<file path="src/pmic_regs_pkg.sv">
`default_nettype none

package pmic_regs_pkg;

    // =====================================================================
    // Register map
    // =====================================================================
    localparam logic [7:0] ADDR_RAIL_ENABLE_CONTROL = 8'h00;
    localparam logic [7:0] ADDR_OUTPUT_SCALING_LEVELS = 8'h01;
    localparam logic [7:0] ADDR_SUPPLY_FAULT_FLAGS = 8'h02;
    localparam logic [7:0] ADDR_CONVERTER_HEALTH_FLAGS = 8'h03;

    localparam logic [7:0] RESET_VALUE = 8'h00;

    // =====================================================================
    // Field positions
    // =====================================================================
    localparam int BIT_SCALING_SELECT = 5;
    localparam int BIT_CONVERTER1_ON = 4;
    localparam int BIT_CONVERTER2_ON = 3;
    localparam int BIT_CONVERTER3_ON = 2;
    localparam int BIT_USB_SWITCH1_ON = 1;
    localparam int BIT_USB_SWITCH2_ON = 0;
    localparam int CODE2_HI = 3;
    localparam int CODE2_LO = 2;
    localparam int CODE3_HI = 1;
    localparam int CODE3_LO = 0;
    localparam int UVD_HI = 5;
    localparam int UVD_LO = 3;
    localparam int PG_HI = 2;
    localparam int PG_LO = 0;

    localparam logic [7:0] SCALING_USED_MASK = 8'h0F;
    localparam logic [1:0] SCALE_NOMINAL = 2'h0;

    // =====================================================================
    // Bundled carriers
    // =====================================================================
    typedef struct packed {
        logic brownout;
        logic thermal_shutdown;
        logic thermal_early_warning;
        logic main_input_lockout;
        logic converter_supply_lockout;
        logic usb_supply_lockout;
        logic usb_fault_ch1;
        logic usb_fault_ch2;
    } fault_vec_type;

    typedef struct packed {
        logic converter1_on;
        logic converter2_on;
        logic converter3_on;
        logic usb_switch1_on;
        logic usb_switch2_on;
        logic [1:0] converter2_scale_code;
        logic [1:0] converter3_scale_code;
    } rail_ctrl_type;

endpackage

`default_nettype wire

</file>
<file path="src/pmic_control_status_regs.sv">
// Behaviour
// [RULE1] Enable register: select bit5, enables bits4..0
// [RULE2] Converter enable is register bit OR pin
// [RULE3] Select low gives nominal, high applies codes
// [RULE4] Scaling codes bits3:2 and 1:0, upper unused
// [RULE5] Codes act when select pin or bit high
// [RULE6] Fault flags register read-only, eight fault bits
// [RULE7] Brownout flag set by input comparator
// [RULE8] Reading fault flags clears all of them; the code keeps any flag whose fault condition is still present
// [RULE9] Health register: undervoltage 5:3, power good 2:0
// [RULE10] Health read clears undervoltage bits only
// [RULE11] Alert released once flags read or cleared
// [RULE12] Flags sticky; alert low while any pending
// [RULE13] Four byte addresses; status writes ignored
`timescale 1ns/1ns
`default_nettype none

module pmic_control_status_regs (
    input wire logic CLOCK,
    input wire logic SYS_RST,
    // Register port from the serial control front end (same clock)
    input wire logic REG_WR,
    input wire logic REG_RD,
    input wire logic [7:0] REG_ADDR,
    input wire logic [7:0] REG_WDATA,
    output logic [7:0] REG_RDATA,
    output logic REG_RVALID,
    // External pins and analog comparator levels (asynchronous)
    input wire logic [2:0] CONVERTER_ON_PIN,
    input wire logic SCALING_SELECT_PIN,
    input wire logic [7:0] FAULT_COND,
    input wire logic [2:0] UNDERVOLTAGE_COND,
    input wire logic [2:0] POWER_GOOD_COND,
    // Outputs to the analog rails
    output var pmic_regs_pkg::rail_ctrl_type RAIL_CTRL,
    output logic SCALING_ACTIVE,
    // Open-drain alert: enable low means the pin is pulled low
    output logic ALERT_OUT,
    output logic ALERT_OE_N
);
    // =====================================================================
    // Input synchronisers: three stages, change taken when 2 and 3 agree
    // =====================================================================
    localparam int NSYNC = 18;
    logic [NSYNC-1:0] async_in;
    logic [NSYNC-1:0] s1_r;
    logic [NSYNC-1:0] s2_r;
    logic [NSYNC-1:0] s3_r;
    logic [NSYNC-1:0] clean_r;

    assign async_in = {CONVERTER_ON_PIN, SCALING_SELECT_PIN, FAULT_COND,
                       UNDERVOLTAGE_COND, POWER_GOOD_COND};

    always_ff @(posedge CLOCK) begin
        if (SYS_RST) begin
            s1_r <= '0;
            s2_r <= '0;
            s3_r <= '0;
        end else begin
            s1_r <= async_in;
            s2_r <= s1_r;
            s3_r <= s2_r;
        end
    end

    always_ff @(posedge CLOCK) begin
        if (SYS_RST) begin
            clean_r <= '0;
        end else begin
            for (int i = 0; i < NSYNC; i++) begin
                if (s2_r[i] == s3_r[i]) begin
                    clean_r[i] <= s3_r[i];
                end
            end
        end
    end

    logic [2:0] conv_pin;
    logic sel_pin;
    logic [7:0] fault_now;
    logic [2:0] uv_now;
    logic [2:0] pg_now;
    assign {conv_pin, sel_pin, fault_now, uv_now, pg_now} = clean_r;

    // =====================================================================
    // Writable registers
    // =====================================================================
    logic [7:0] enable_r;
    logic [7:0] scaling_r;
    logic wr_en;
    logic wr_scale;

    // Status offsets are not decoded for writes, so those are dropped
    assign wr_en = REG_WR && (REG_ADDR == pmic_regs_pkg::ADDR_RAIL_ENABLE_CONTROL); // see [RULE13]
    assign wr_scale = REG_WR && (REG_ADDR == pmic_regs_pkg::ADDR_OUTPUT_SCALING_LEVELS); // see [RULE13]

    always_ff @(posedge CLOCK) begin
        if (SYS_RST) begin
            enable_r <= pmic_regs_pkg::RESET_VALUE; // see [RULE1]
        end else if (wr_en) begin
            enable_r <= REG_WDATA; // see [RULE1]
        end
    end

    always_ff @(posedge CLOCK) begin
        if (SYS_RST) begin
            scaling_r <= pmic_regs_pkg::RESET_VALUE; // see [RULE4]
        end else if (wr_scale) begin
            // Unused upper bits kept at zero
            scaling_r <= REG_WDATA & pmic_regs_pkg::SCALING_USED_MASK; // see [RULE4]
        end
    end

    // =====================================================================
    // Sticky status flags
    // =====================================================================
    logic rd_fault;
    logic rd_health;
    logic [7:0] fault_flags;
    logic [2:0] uv_flags;

    assign rd_fault = REG_RD && (REG_ADDR == pmic_regs_pkg::ADDR_SUPPLY_FAULT_FLAGS);
    assign rd_health = REG_RD && (REG_ADDR == pmic_regs_pkg::ADDR_CONVERTER_HEALTH_FLAGS);

    // Bit 7 is the input-supply brownout comparator
    sticky_flags #(
        .WIDTH(8)
    ) u_fault (
        .clk(CLOCK),
        .rst(SYS_RST),
        .set_in(fault_now), // see [RULE6] [RULE7]
        .clear(rd_fault), // see [RULE8]
        .flags(fault_flags)
    );

    sticky_flags #(
        .WIDTH(3)
    ) u_uv (
        .clk(CLOCK),
        .rst(SYS_RST),
        .set_in(uv_now),
        .clear(rd_health), // see [RULE10]
        .flags(uv_flags)
    );

    // =====================================================================
    // Read path
    // =====================================================================
    logic [7:0] health_word;
    always_comb begin
        health_word = '0;
        health_word[pmic_regs_pkg::UVD_HI:pmic_regs_pkg::UVD_LO] = uv_flags; // see [RULE9]
        // Power good is live, never latched
        health_word[pmic_regs_pkg::PG_HI:pmic_regs_pkg::PG_LO] = pg_now; // see [RULE10]
    end

    always_ff @(posedge CLOCK) begin
        if (SYS_RST) begin
            REG_RDATA <= '0;
            REG_RVALID <= 1'b0;
        end else begin
            REG_RVALID <= REG_RD;
            if (REG_RD) begin
                unique case (REG_ADDR)
                    pmic_regs_pkg::ADDR_RAIL_ENABLE_CONTROL: REG_RDATA <= enable_r;
                    pmic_regs_pkg::ADDR_OUTPUT_SCALING_LEVELS: REG_RDATA <= scaling_r;
                    pmic_regs_pkg::ADDR_SUPPLY_FAULT_FLAGS: REG_RDATA <= fault_flags; // see [RULE6]
                    pmic_regs_pkg::ADDR_CONVERTER_HEALTH_FLAGS: REG_RDATA <= health_word;
                    default: REG_RDATA <= '0;
                endcase
            end
        end
    end

    // =====================================================================
    // Rail control outputs
    // =====================================================================
    logic scale_on;
    assign scale_on = sel_pin || enable_r[pmic_regs_pkg::BIT_SCALING_SELECT]; // see [RULE5]

    always_ff @(posedge CLOCK) begin
        if (SYS_RST) begin
            RAIL_CTRL <= '0;
            SCALING_ACTIVE <= 1'b0;
        end else begin
            RAIL_CTRL.converter1_on <= enable_r[pmic_regs_pkg::BIT_CONVERTER1_ON]
                                       | conv_pin[2]; // see [RULE2]
            RAIL_CTRL.converter2_on <= enable_r[pmic_regs_pkg::BIT_CONVERTER2_ON]
                                       | conv_pin[1]; // see [RULE2]
            RAIL_CTRL.converter3_on <= enable_r[pmic_regs_pkg::BIT_CONVERTER3_ON]
                                       | conv_pin[0]; // see [RULE2]
            RAIL_CTRL.usb_switch1_on <= enable_r[pmic_regs_pkg::BIT_USB_SWITCH1_ON];
            RAIL_CTRL.usb_switch2_on <= enable_r[pmic_regs_pkg::BIT_USB_SWITCH2_ON];
            SCALING_ACTIVE <= scale_on;
            RAIL_CTRL.converter2_scale_code <= scale_on
                ? scaling_r[pmic_regs_pkg::CODE2_HI:pmic_regs_pkg::CODE2_LO]
                : pmic_regs_pkg::SCALE_NOMINAL; // see [RULE3]
            RAIL_CTRL.converter3_scale_code <= scale_on
                ? scaling_r[pmic_regs_pkg::CODE3_HI:pmic_regs_pkg::CODE3_LO]
                : pmic_regs_pkg::SCALE_NOMINAL; // see [RULE3]
        end
    end

    // =====================================================================
    // Alert: pending while any clearable flag is set
    // =====================================================================
    // Reads clear the flags, so the release after reading both registers
    // falls out of the same term with no extra bookkeeping.
    always_ff @(posedge CLOCK) begin
        if (SYS_RST) begin
            ALERT_OE_N <= 1'b1;
        end else begin
            ALERT_OE_N <= !((|fault_flags) || (|uv_flags)); // see [RULE11] [RULE12]
        end
    end

    always_ff @(posedge CLOCK) begin
        if (SYS_RST) begin
            ALERT_OUT <= 1'b0;
        end else begin
            ALERT_OUT <= 1'b0;
        end
    end
endmodule // pmic_control_status_regs

`default_nettype wire

</file>
<file path="src/sticky_flags.sv">
`timescale 1ns/1ns
`default_nettype none

// =====================================================================
// Sticky flag group: set wins over a clear-on-read in the same cycle
// =====================================================================
module sticky_flags #(
    parameter int WIDTH = 8
) (
    input wire logic clk,
    input wire logic rst,
    input wire logic [WIDTH-1:0] set_in,
    input wire logic clear,
    output logic [WIDTH-1:0] flags
);
    logic [WIDTH-1:0] flags_r;

    always_ff @(posedge clk) begin
        if (rst) begin
            flags_r <= '0;
        end else if (clear) begin
            flags_r <= set_in; // see [RULE12]
        end else begin
            flags_r <= flags_r | set_in; // see [RULE12]
        end
    end

    assign flags = flags_r;
endmodule // sticky_flags

`default_nettype wire

</file>
<file path="config.mk">
export PLATFORM = sky130hd
export DESIGN_NAME = pmic_control_status_regs
export DESIGN_NICKNAME = d
export VERILOG_FILES = /design/src/pmic_regs_pkg.sv /design/src/pmic_control_status_regs.sv /design/src/sticky_flags.sv
export SDC_FILE = /design/constraint.sdc
export NUM_CORES = 1
export LEC_CHECK = 0
export BUFFER_PORTS_ARGS = -buffer_cell sky130_fd_sc_hd__buf_2
export CAP_MARGIN = 25
export CORE_MARGIN = 2
export CORE_UTILIZATION = 40
export CTS_BUF_LIST = sky130_fd_sc_hd__clkbuf_4
export CTS_CLUSTER_SIZE = 20
export DETAILED_ROUTE_END_ITERATION = 8
export GPL_ROUTABILITY_DRIVEN = 1
export PLACE_DENSITY = 0.68
export SYNTH_ARGS = -nofsm -noshare
export SYNTH_HDL_FRONTEND = slang
export SYNTH_HIERARCHICAL = 1
export SYNTH_SLANG_ARGS = --single-unit
</file>
<file path="constraint.sdc">
create_clock -name CLOCK -period 1.4 [get_ports CLOCK]
set_input_delay 0.14 -clock CLOCK [delete_from_list [all_inputs] [get_ports CLOCK]]
set_output_delay 0.14 -clock CLOCK [all_outputs]
set_load 0.005 [all_outputs]
</file>
# After elaboration in Yosys (flattened, before gate mapping)
# Index checks and enable logic that the tools add are counted.
# Widths: inputs -> output; s select.
# totals
reg_bits,115
elab_cells,77
# op_classes
n_eq_ne,21
muxes,3
bitwise_logic,6
reduce_logical,11
# op_table
cell,n
$pmux 8 s4,1
$eq 1x1->1,18
$eq 8x2->1 const B,2
$eq 8x1->1 const B,1
$logic_not 8->1,1
$mux 8,1
$or 8x8->8,1
$reduce_or 8->1,1
$logic_and 1x1->1,4
$mux 3,1
$or 1x1->1,3
$or 3x3->3,1
$reduce_or 3->1,1
$logic_or 1x1->1,2
$reduce_or 2->1,1
$logic_not 1->1,1
$not 1->1,1

# Logic depth before layout (Yosys ltp)
# Gate-level depths: netlist of run 1.
# logic_depth
word_depth,3
mapped_depth,6
ltp_nobuf,4

# Hierarchy
# The synthesis of run 1 kept the hierarchy.
# by_module_without_submodules
module,n_inst,cells_each,area_each_um2,seq_area_each_um2
pmic_control_status_regs,1,327,3485.8,2082.0
sticky_flags at u_fault,1,33,304.0,160.2
sticky_flags at u_uv,1,12,105.1,60.1

# Worst setup path before layout of run 1
# No wires, ideal clock.
# synth_path
path_type,in2reg
startpoint,in REG_ADDR[5]
endpoint,reg enable_r[0]
arrival_time_ns,1.220
required_time_ns,1.279
setup_slack_ns,0.059
path_stages,4
path_buffers,1
cell_sequence,nor4_4 -> and4b_1 -> buf_6 -> mux2_4
# synth_via
elab_chain_len,2
# synth_lines
element,line,rtl
from (decl),pmic_control_status_regs.sv:24,"input wire logic [7:0] REG_ADDR,"
$logic_not 8->1,pmic_control_status_regs.sv:94,assign wr_en = REG_WR && (REG_ADDR == pmic_regs_pkg::ADDR_RAIL_ENABLE_CONTROL);
$logic_and 1x1->1,pmic_control_status_regs.sv:94,
to (signal assigned),pmic_control_status_regs.sv:99,enable_r <= pmic_regs_pkg::RESET_VALUE;
to (decl),pmic_control_status_regs.sv:88,logic [7:0] enable_r;
# No other way between the ends.
# A chain may end at the register's enable or synchronous reset.

# Worst setup path after layout of run 1
# layout_path
startpoint,in REG_ADDR[5]
endpoint,reg scaling_r[0]
# layout_via
elab_chain_len,2
# layout_lines
element,line,rtl
$eq 8x1->1,pmic_control_status_regs.sv:95,assign wr_scale = REG_WR && (REG_ADDR == pmic_regs_pkg::ADDR_OUTPUT_SCALING_LEVELS);
$logic_and 1x1->1,pmic_control_status_regs.sv:95,
to (signal assigned),pmic_control_status_regs.sv:107,scaling_r <= pmic_regs_pkg::RESET_VALUE;
to (signal assigned),pmic_control_status_regs.sv:110,scaling_r <= REG_WDATA & pmic_regs_pkg::SCALING_USED_MASK;
to (decl),pmic_control_status_regs.sv:89,logic [7:0] scaling_r;
# No other way between the ends.

==> results of run 1 <==
cell families (layout without fill, tap and decap cells):
group | after synthesis | count (layout) | share of synthesized area
muxes | 16 | 16 | 0.0572
buffers and inverters | 31 | 139 | 0.0347
other | 1 | 1 | 0.000963
and+or+nand+nor | 143 | 143 | 0.221
DFF | 115 | 115 | 0.591
AOI/OAI and AO/OA | 66 | 66 | 0.0951
routing by layer:
metal	global-route usage	vias to the layer above	share of wire
met3	0.0542	11	0.052
met1	0.172	1254	0.47
met2	0.235	66	0.46
met5	0	-	0
met4	0.0738	0	0.018
li1	-	1432	-
tightest hold or removal path, cell delays in order:
cell	delay [ns]
buf_2	0.11
nor4_4	0.05
buf_4	0.13
nand4_1	0.08
a21oi_1	0.06
cells in the final DEF (no fill, tap or decap), types with 2 or more instances in the layout:
cell           netlist  routed
a21oi_1             32      32
mux2_2               2       2
bufinv_16            0       4
mux4_2               4       4
nor3b_1              6       6
nand2_1             18      18
a21oi_2              3       3
nand3_1              3       3
buf_2                5      56
clkinv_2             0       2
clkinvlp_4           0       3
nor4_1               2       2
and2_1               4       4
dfxtp_1            115     115
nand4_1              6       6
inv_1               11      11
nor2_1               9       9
nand2b_1            24      24
nor2b_1             59      59
clkinv_4             0       2
a21o_1               6       6
buf_4                1      11
dlygate4sd3_1        0      29
nor3_1               3       3
mux2i_1              8       8
mux2_4               2       2
clkbuf_4             0      18
o21ai_0             20      20
clkinv_1             0       2
o31ai_1              4       4
worst max path at each step:
stage / slack (ns) / depth (start not counted) / endpoint
global route: 0.04 / 5 / scaling_r[0]
CTS: 0.02 / 5 / scaling_r[0]
global placement: -0.09 / 5 / u_uv/flags[2]
detailed placement: -0.16 / 5 / u_uv/flags[1]
floorplan: 0.06 / 4 / enable_r[0]
finish: 0.04 / 5 / scaling_r[0]
where the power goes:
group | leakage, nW | switching, W | total (W) | internal, W
logic | 0.867 | 0.000131 | 0.000294 | 0.000163
registers | 0.936 | 0.0000241 | 0.00336 | 0.00334
clock network | 0.164 | 0.00123 | 0.00266 | 0.00143
total | 1.97 | 0.00139 | 0.00632 | 0.00493
flip-flops by register name (all words and copies together), names as in the netlist:
| name | flops |
|---|---|
| u_fault/flags | 8 |
| scaling_r | 4 |
| u_uv/flags | 3 |
| s3_r | 18 |
| ALERT_OE_N | 1 |
| SCALING_ACTIVE | 1 |
| REG_RDATA | 8 |
| RAIL_CTRL | 9 |
| s2_r | 18 |
| REG_RVALID | 1 |
| enable_r | 8 |
| s1_r | 18 |
| clean_r | 18 |
metrics by stage:
step	hold WS (ns)	setup TNS (ns)	cell area (µm²)	total power [W]	setup WS (ns)
final	0.121	0	4950	0.00632	0.0419
after global routing	0.0929	0	4950	0.00658	0.0385
after CTS	0.0684	0	4940	0.00639	0.0229
after detailed placement	0.352	-0.461	4330	0.00367	-0.162
after global placement	0.349	-0.491	4330	0.00366	-0.0863
after floorplan	0.209	0	3890	0.00357	0.0592
area by class of cell:
cell class	instances	share of cell area
clock buffer	18	0.0273
tap	133	0.0336
clock inverter	14	0.0377
multi-input combinational	226	0.295
timing repair buffer	96	0.132
inverter	11	0.00835
sequential	115	0.465
repair_timing:
item                                    4_1_cts  5_1_grt
buffers inserted                              0        0
endpoints found under the hold margin        34        0
hold buffers                                 29        0
gates resized for setup                       0        1
endpoints found under the setup margin        0        1
==> impl_metrics.json, run 1 <==
{
  "status": "finished, final reports clean",
  "grt_max_degree": 51,
  "clockBufferDepth": 2,
  "cp.arrival_ns": 1.75,
  "synth_most_common_cell": "dfxtp_1",
  "avgSynthCellArea_um2": 10.5,
  "ys_top_cells_by_area": "dfxtp_1 59%, nor2b_1 9.5%, a21oi_1 4.1%",
  "clockRootBuffer": "clkbuf_4",
  "antenna_found_initial": 0,
  "fin_util": 0.516,
  "grt_first_pass_wirelength_um": 11700,
  "max_cap_viol_count": 0,
  "cp_slowest_cell": "or4_4",
  "worst_path_largest_cell_delay_ns": 0.57,
  "slew_viol_final": 0,
  "worstSetupPathType": "input port to register",
  "firstDrtPassIters": 4,
  "overflow": 0,
  "ctsHtreeMaxLevel": 4,
  "synth_seq_cells": 115,
  "first_global_vias": 2622,
  "yosysWarnings": 6,
  "initialDrtViolationCount": 83,
  "wirelength_um": 7130,
  "rsz0062_at_grt": "no",
  "yosysTopAreaCell": "dfxtp_1",
  "critPathTopFamily": "buffers and inverters",
  "hold_viol_final": 0,
  "drc": 0,
  "worstReg2RegStart": "scaling_r[0]",
  "power_density_nw_per_um2": 1280,
  "core_area_um2": 9590,
  "ys_types": 38,
  "clk_pin_slew_worst_paths_ns": 0.10,
  "regArea_um2": 2300,
  "yosysSeqAreaShare": 0.591,
  "fmax_mhz": 736,
  "cts_inserted_buffers": 17,
  "insertedDiodeCount": 0,
  "async_flop_share": 0,
  "synthesis.area_um2": 3890,
  "die_x_um": 103,
  "ant_nets": 0,
  "synth_edf_count": 0,
  "r2r_cells": 3,
  "reg2reg_slack_ns": 0.22,
  "fillers": 882,
  "gp_congestion": 0.818,
  "min_from": "REG_ADDR[7]",
  "insertion_delay_ns": 0.50,
  "total_leakage_power_nw": 1.97,
  "clock_sinks": 115,
  "dp_cells": 552,
  "synth_commonest_cells": "115 x dfxtp_1, 59 x nor2b_1, 32 x a21oi_1",
  "hold_end": "scaling_r[1]",
  "cp.required_ns": 1.80,
  "ir_drop_mv": 0.551,
  "syn_to_final_growth_pct": 27.0,
  "synth_top_area_share": 0.591,
  "critPathLaunchType": "input port",
  "fin_nets": 505,
  "start_util": 0.406,
  "crit_path_end_kind": "register",
  "path_cells": "buf_2 > or4_4 > o31ai_1 > a21oi_1 > dlygate4sd3_1",
  "grt_usage": 0.146,
  "multi_input_area_um2": 1460,
  "fin_crit_ns": 1.36,
  "port_buffers": 57,
  "yosys_most_used_dff": "dfxtp_1",
  "crit_path_max_fanout": 5,
  "finalSetupViolCount": 0,
  "wl_per_cell_um": 11.6,
  "crit_start": "REG_ADDR[5]",
  "min_path_cells": 5,
  "fp.dieH_um": 103,
  "viasPerCell": 4.51,
  "rr_endpoint": "scaling_r[0]",
  "fin_crit_sh": 0.970,
  "vias": 2763,
  "cts_tree": "yes",
  "crit_buf_inv": 2,
  "final_cells": 613,
  "synthCells": 372,
  "io_pins": 59,
  "die-area_um2": 10500,
  "syn_nets": 410,
  "rows": 36,
  "drive_gt1_frac": 0.235,
  "hpwl_um": 4760,
  "worstHoldPathType": "input port to register",
  "final.setup_skew_ns": 0.0124
}
(Power assumes the default switching activity.)
==> inputs of run 2 (changes only) <==
- PLACE_DENSITY: 0.68 -> unset
==> impl_metrics.json, run 2 (synthesized netlist as in run 1, its figures left out) <==
{
  "die-area_um2": 10500,
  "cts_tree": "yes",
  "worstHoldPathType": "input port to register",
  "gp_congestion": 0.817,
  "firstDrtPassIters": 4,
  "start_util": 0.406,
  "final_common_cell": "dfxtp_1",
  "core_area_um2": 9590,
  "io_pins": 59,
  "grt_usage": 0.145,
  "ant_nets": 0,
  "final.setup_skew_ns": 0.0159,
  "reg2reg_slack_ns": 0.26,
  "final_cells": 615,
  "post_cts_resized": 0,
  "crit_start": "REG_WDATA[1]",
  "insertedDiodeCount": 0,
  "finalSetupViolCount": 0,
  "holdWs_ns": 0.128,
  "fillers": 896,
  "dpl_cell_area_um2": 4350,
  "syn_to_final_growth_pct": 27.1,
  "clk_pin_slew_worst_paths_ns": 0.10,
  "vias": 2785,
  "fin_nets": 507,
  "drc": 0,
  "clockBufferDepth": 2,
  "rsz0062_at_grt": "no",
  "rr_endpoint": "REG_RDATA[3]",
  "antenna_found_initial": 0,
  "drive_gt1_frac": 0.232,
  "mostFrequentLayoutCells": "115 x dfxtp_1, 59 x nor2b_1, 56 x buf_2",
  "crit_path_max_fanout": 2,
  "hold_end": "REG_RDATA[6]",
  "fp.dieH_um": 103,
  "regArea_um2": 2300,
  "min_from": "REG_ADDR[0]",
  "grt_first_pass_wirelength_um": 11900,
  "port_buffers": 57,
  "fmax_mhz": 850,
  "fin_crit_sh": 0.840,
  "cp.required_ns": 1.81,
  "worstSetupPathType": "input port to register",
  "max_cap_viol_count": 0,
  "overflow": 0,
  "dp_cells": 551,
  "cts_inserted_buffers": 17,
  "critPathLaunchType": "input port",
  "initialDrtViolationCount": 90,
  "ctsHtreeMaxLevel": 4,
  "final_cell_area_um2": 4950,
  "rows": 36,
  "crit_path_end_kind": "register",
  "fin_crit_ns": 1.18,
  "status": "finished, final reports clean",
  "clock_sinks": 115,
  "insertion_delay_ns": 0.49,
  "clockRootBuffer": "clkbuf_4",
  "viasPerCell": 4.53,
  "first_global_vias": 2672,
  "min_path_cells": 5,
  "r2r_cells": 2,
  "total_leakage_power_nw": 1.96,
  "cp.arrival_ns": 1.59,
  "multi_input_area_um2": 1460,
  "hpwl_um": 4750,
  "ir_drop_mv": 0.489,
  "setup_tns_ns": 0,
  "die_x_um": 103,
  "slew_viol_final": 0,
  "p_total_w": 0.00602,
  "wirelength_um": 7080,
  "wl_per_cell_um": 11.5,
  "worstReg2RegStart": "enable_r[3]",
  "grt_max_degree": 59,
  "hold_viol_final": 0,
  "power_density_nw_per_um2": 1220
}
[run 2: where the power goes]
part           leakage, nW  internal [W]  total [W]  switching [W]
clock network        0.151       0.00107    0.00235        0.00128
registers            0.936       0.00334    0.00336      0.0000232
logic                0.872      0.000171   0.000302       0.000131
total                 1.96       0.00458    0.00602        0.00144
[run 2: final cells by class]
class / instances / share of cell area
clock inverter: 15 / 0.0313
clock buffer: 17 / 0.0258
multi-input combinational: 226 / 0.294
tap: 133 / 0.0336
timing repair buffer: 98 / 0.142
inverter: 11 / 0.00834
sequential: 115 / 0.465
[run 2: repair_timing]
item	in CTS	in global routing
hold endpoints to repair	33	0
hold buffers	32	0
setup buffers	0	0
[run 2: worst max path at each step]
stage,slack (ns),to
3_5_place_dp,-0.14,u_uv/flags[2]
6_report,0.22,scaling_r[1]
2_1_floorplan,0.06,enable_r[0]
3_3_place_gp,-0.11,u_fault/flags[3]
5_1_grt,0.19,scaling_r[1]
4_1_cts,0.27,REG_RDATA[7]
[run 2: metal layers]
metal / wire length [µm] / global-route usage / vias up
met1: 3420 / 0.183 / 1273
met2: 3200 / 0.232 / 67
met5: 0 / 0 / -
li1: - / - / 1437
met3: 359 / 0.0481 / 8
met4: 102 / 0.0564 / 0
[run 2: worst max-delay path: stages]
cell,delay [ns]
dlygate4sd3_1,0.52
buf_2,0.12
nand4_1,0.06
dlygate4sd3_1,0.58
a21oi_1,0.17
[run 2: per-stage QoR]
stage / utilization / worst slack [ns]
2_1_floorplan: - / 0.0592
3_3_place_gp: 0.453 / -0.107
3_5_place_dp: 0.453 / -0.140
4_1_cts: 0.516 / 0.267
5_1_grt: 0.516 / 0.191
6_report: 0.516 / 0.224
==> inputs of run 3 (changes only) <==
- clock period: 1.4 -> 0.9 ns (I/O delays scaled with it)
==> impl_metrics.json, run 3 (synthesized netlist as in run 1, its figures left out) <==
{
  "min_from": "REG_RD",
  "clockRootBuffer": "clkbuf_4",
  "rsz0062_at_grt": "yes",
  "cp.arrival_ns": 1.47,
  "firstDrtPassIters": 4,
  "fmax_mhz": 945,
  "drc": 0,
  "setup_tns_ns": -4.68,
  "fin_crit_sh": 1.18,
  "ir_drop_mv": 0.704,
  "cts_inserted_buffers": 17,
  "antenna_found_initial": 0,
  "clock_sinks": 115,
  "min_path_cells": 4,
  "slew_viol_final": 0,
  "start_util": 0.406,
  "worstReg2RegStart": "scaling_r[3]",
  "clk_pin_slew_worst_paths_ns": 0.12,
  "worstSetupPathType": "register to register",
  "ant_nets": 0,
  "cp.required_ns": 1.31,
  "fin_nets": 528,
  "vias": 2875,
  "path_cells": "mux4_2 > a21o_1",
  "die-area_um2": 10500,
  "worst_path_largest_cell_delay_ns": 0.47,
  "grt_first_pass_wirelength_um": 12100,
  "final_common_cell": "dfxtp_1",
  "total_leakage_power_nw": 2.13,
  "max_cap_viol_count": 0,
  "final.setup_skew_ns": 0.0169,
  "cts_tree": "yes",
  "ctsHtreeMaxLevel": 4,
  "insertedDiodeCount": 0,
  "status": "finished with violations",
  "insertion_delay_ns": 0.50,
  "wl_per_cell_um": 12.2,
  "fillers": 885,
  "finalSetupViolCount": 66,
  "worstHoldPathType": "input port to register",
  "hold_end": "REG_RDATA[7]",
  "grt_usage": 0.149,
  "gp_congestion": 0.764,
  "reg2reg_slack_ns": -0.16,
  "violations": "setup timing",
  "rr_endpoint": "REG_RDATA[3]",
  "port_buffers": 57,
  "hpwl_um": 4980,
  "fp.dieH_um": 103,
  "fin_crit_ns": 1.06,
  "grt_max_degree": 60,
  "critPathLaunchType": "register",
  "die_x_um": 103,
  "mostFrequentLayoutCells": "94 x dfxtp_1, 59 x nor2b_1, 51 x buf_2",
  "hold_viol_final": 0,
  "rows": 36,
  "syn_to_final_growth_pct": 34.9,
  "viasPerCell": 4.52,
  "setup_ws_ns": -0.158,
  "core_area_um2": 9590,
  "r2r_cells": 2,
  "cp_slowest_cell": "mux4_2",
  "io_pins": 59,
  "overflow": 0,
  "crit_path_max_fanout": 2,
  "clockBufferDepth": 2,
  "crit_path_end_kind": "register",
  "first_global_vias": 2661,
  "drive_gt1_frac": 0.324,
  "holdWs_ns": 0.0588,
  "wirelength_um": 7780,
  "initialDrtViolationCount": 74,
  "power_density_nw_per_um2": 1800
}
## run 3: worst max-delay path by stage
stage | startpoint | to | slack, ns | depth (start not counted)
after floorplan | REG_ADDR[5] | enable_r[0] | -0.39 | 4
after global placement | REG_ADDR[5] | u_fault/flags[3] | -0.47 | 6
after detailed placement | REG_ADDR[5] | u_fault/flags[4] | -0.47 | 6
after CTS | REG_RDATA[4] | REG_RDATA[4] | -0.20 | 1
after global routing | REG_RDATA[4] | REG_RDATA[4] | -0.22 | 1
final | scaling_r[3] | REG_RDATA[3] | -0.16 | 2
## run 3: per-layer routing
layer  track usage  part of all wire  routed length, µm  vias to the layer above
li1              -                 -                  -                     1473
met1         0.185              0.47               3650                     1326
met2         0.237              0.47               3680                       72
met3        0.0461             0.048                377                        4
met4        0.0738            0.0080                 62                        0
met5             0                 0                  0                        -
## run 3: repair_timing
item | 4_1_cts | 5_1_grt
hold endpoints to repair | 40 | 14
endpoints found under the setup margin | 28 | 39
cloned | 0 | 2
buffers inserted | 1 | 1
resized for setup | 18 | 17
hold buffers | 29 | 1
pin swaps | 2 | 6
## run 3: metrics by stage
stage                      util  power [W]  worst slack (ns)  instances  cell area [µm²]
after detailed placement  0.472    0.00576            -0.466        571             4530
after global routing      0.548    0.00986            -0.222        636             5260
final                     0.548    0.00945            -0.158        636             5260
after floorplan               -    0.00557            -0.391        372             3930
after global placement    0.472    0.00575            -0.471        571             4530
after CTS                 0.536    0.00956            -0.198        633             5140
## run 3: where the power goes
part	internal [W]	switching (W)	total, W
sequential	0.00519	0.0000368	0.00523
combinational	0.000309	0.000230	0.000539
clock	0.00167	0.00201	0.00368
total	0.00717	0.00228	0.00945
## run 3: layout make-up
class,count,area (µm²),area share
Timing Repair Buffer,119,940,0.179
Clock inverter,15,156,0.0298
Tap cell,133,166,0.0317
Multi-Input combinational cell,226,1500,0.285
Sequential cell,115,2330,0.443
Clock buffer,17,128,0.0243
Inverter,11,41.3,0.00786
## run 3: worst max-delay path: cells and delay by family, from the launching register on
family	cells	cell delay, ns
AOI/OAI and AO/OA	1	0.16
DFF	1	0.35
muxes	1	0.47
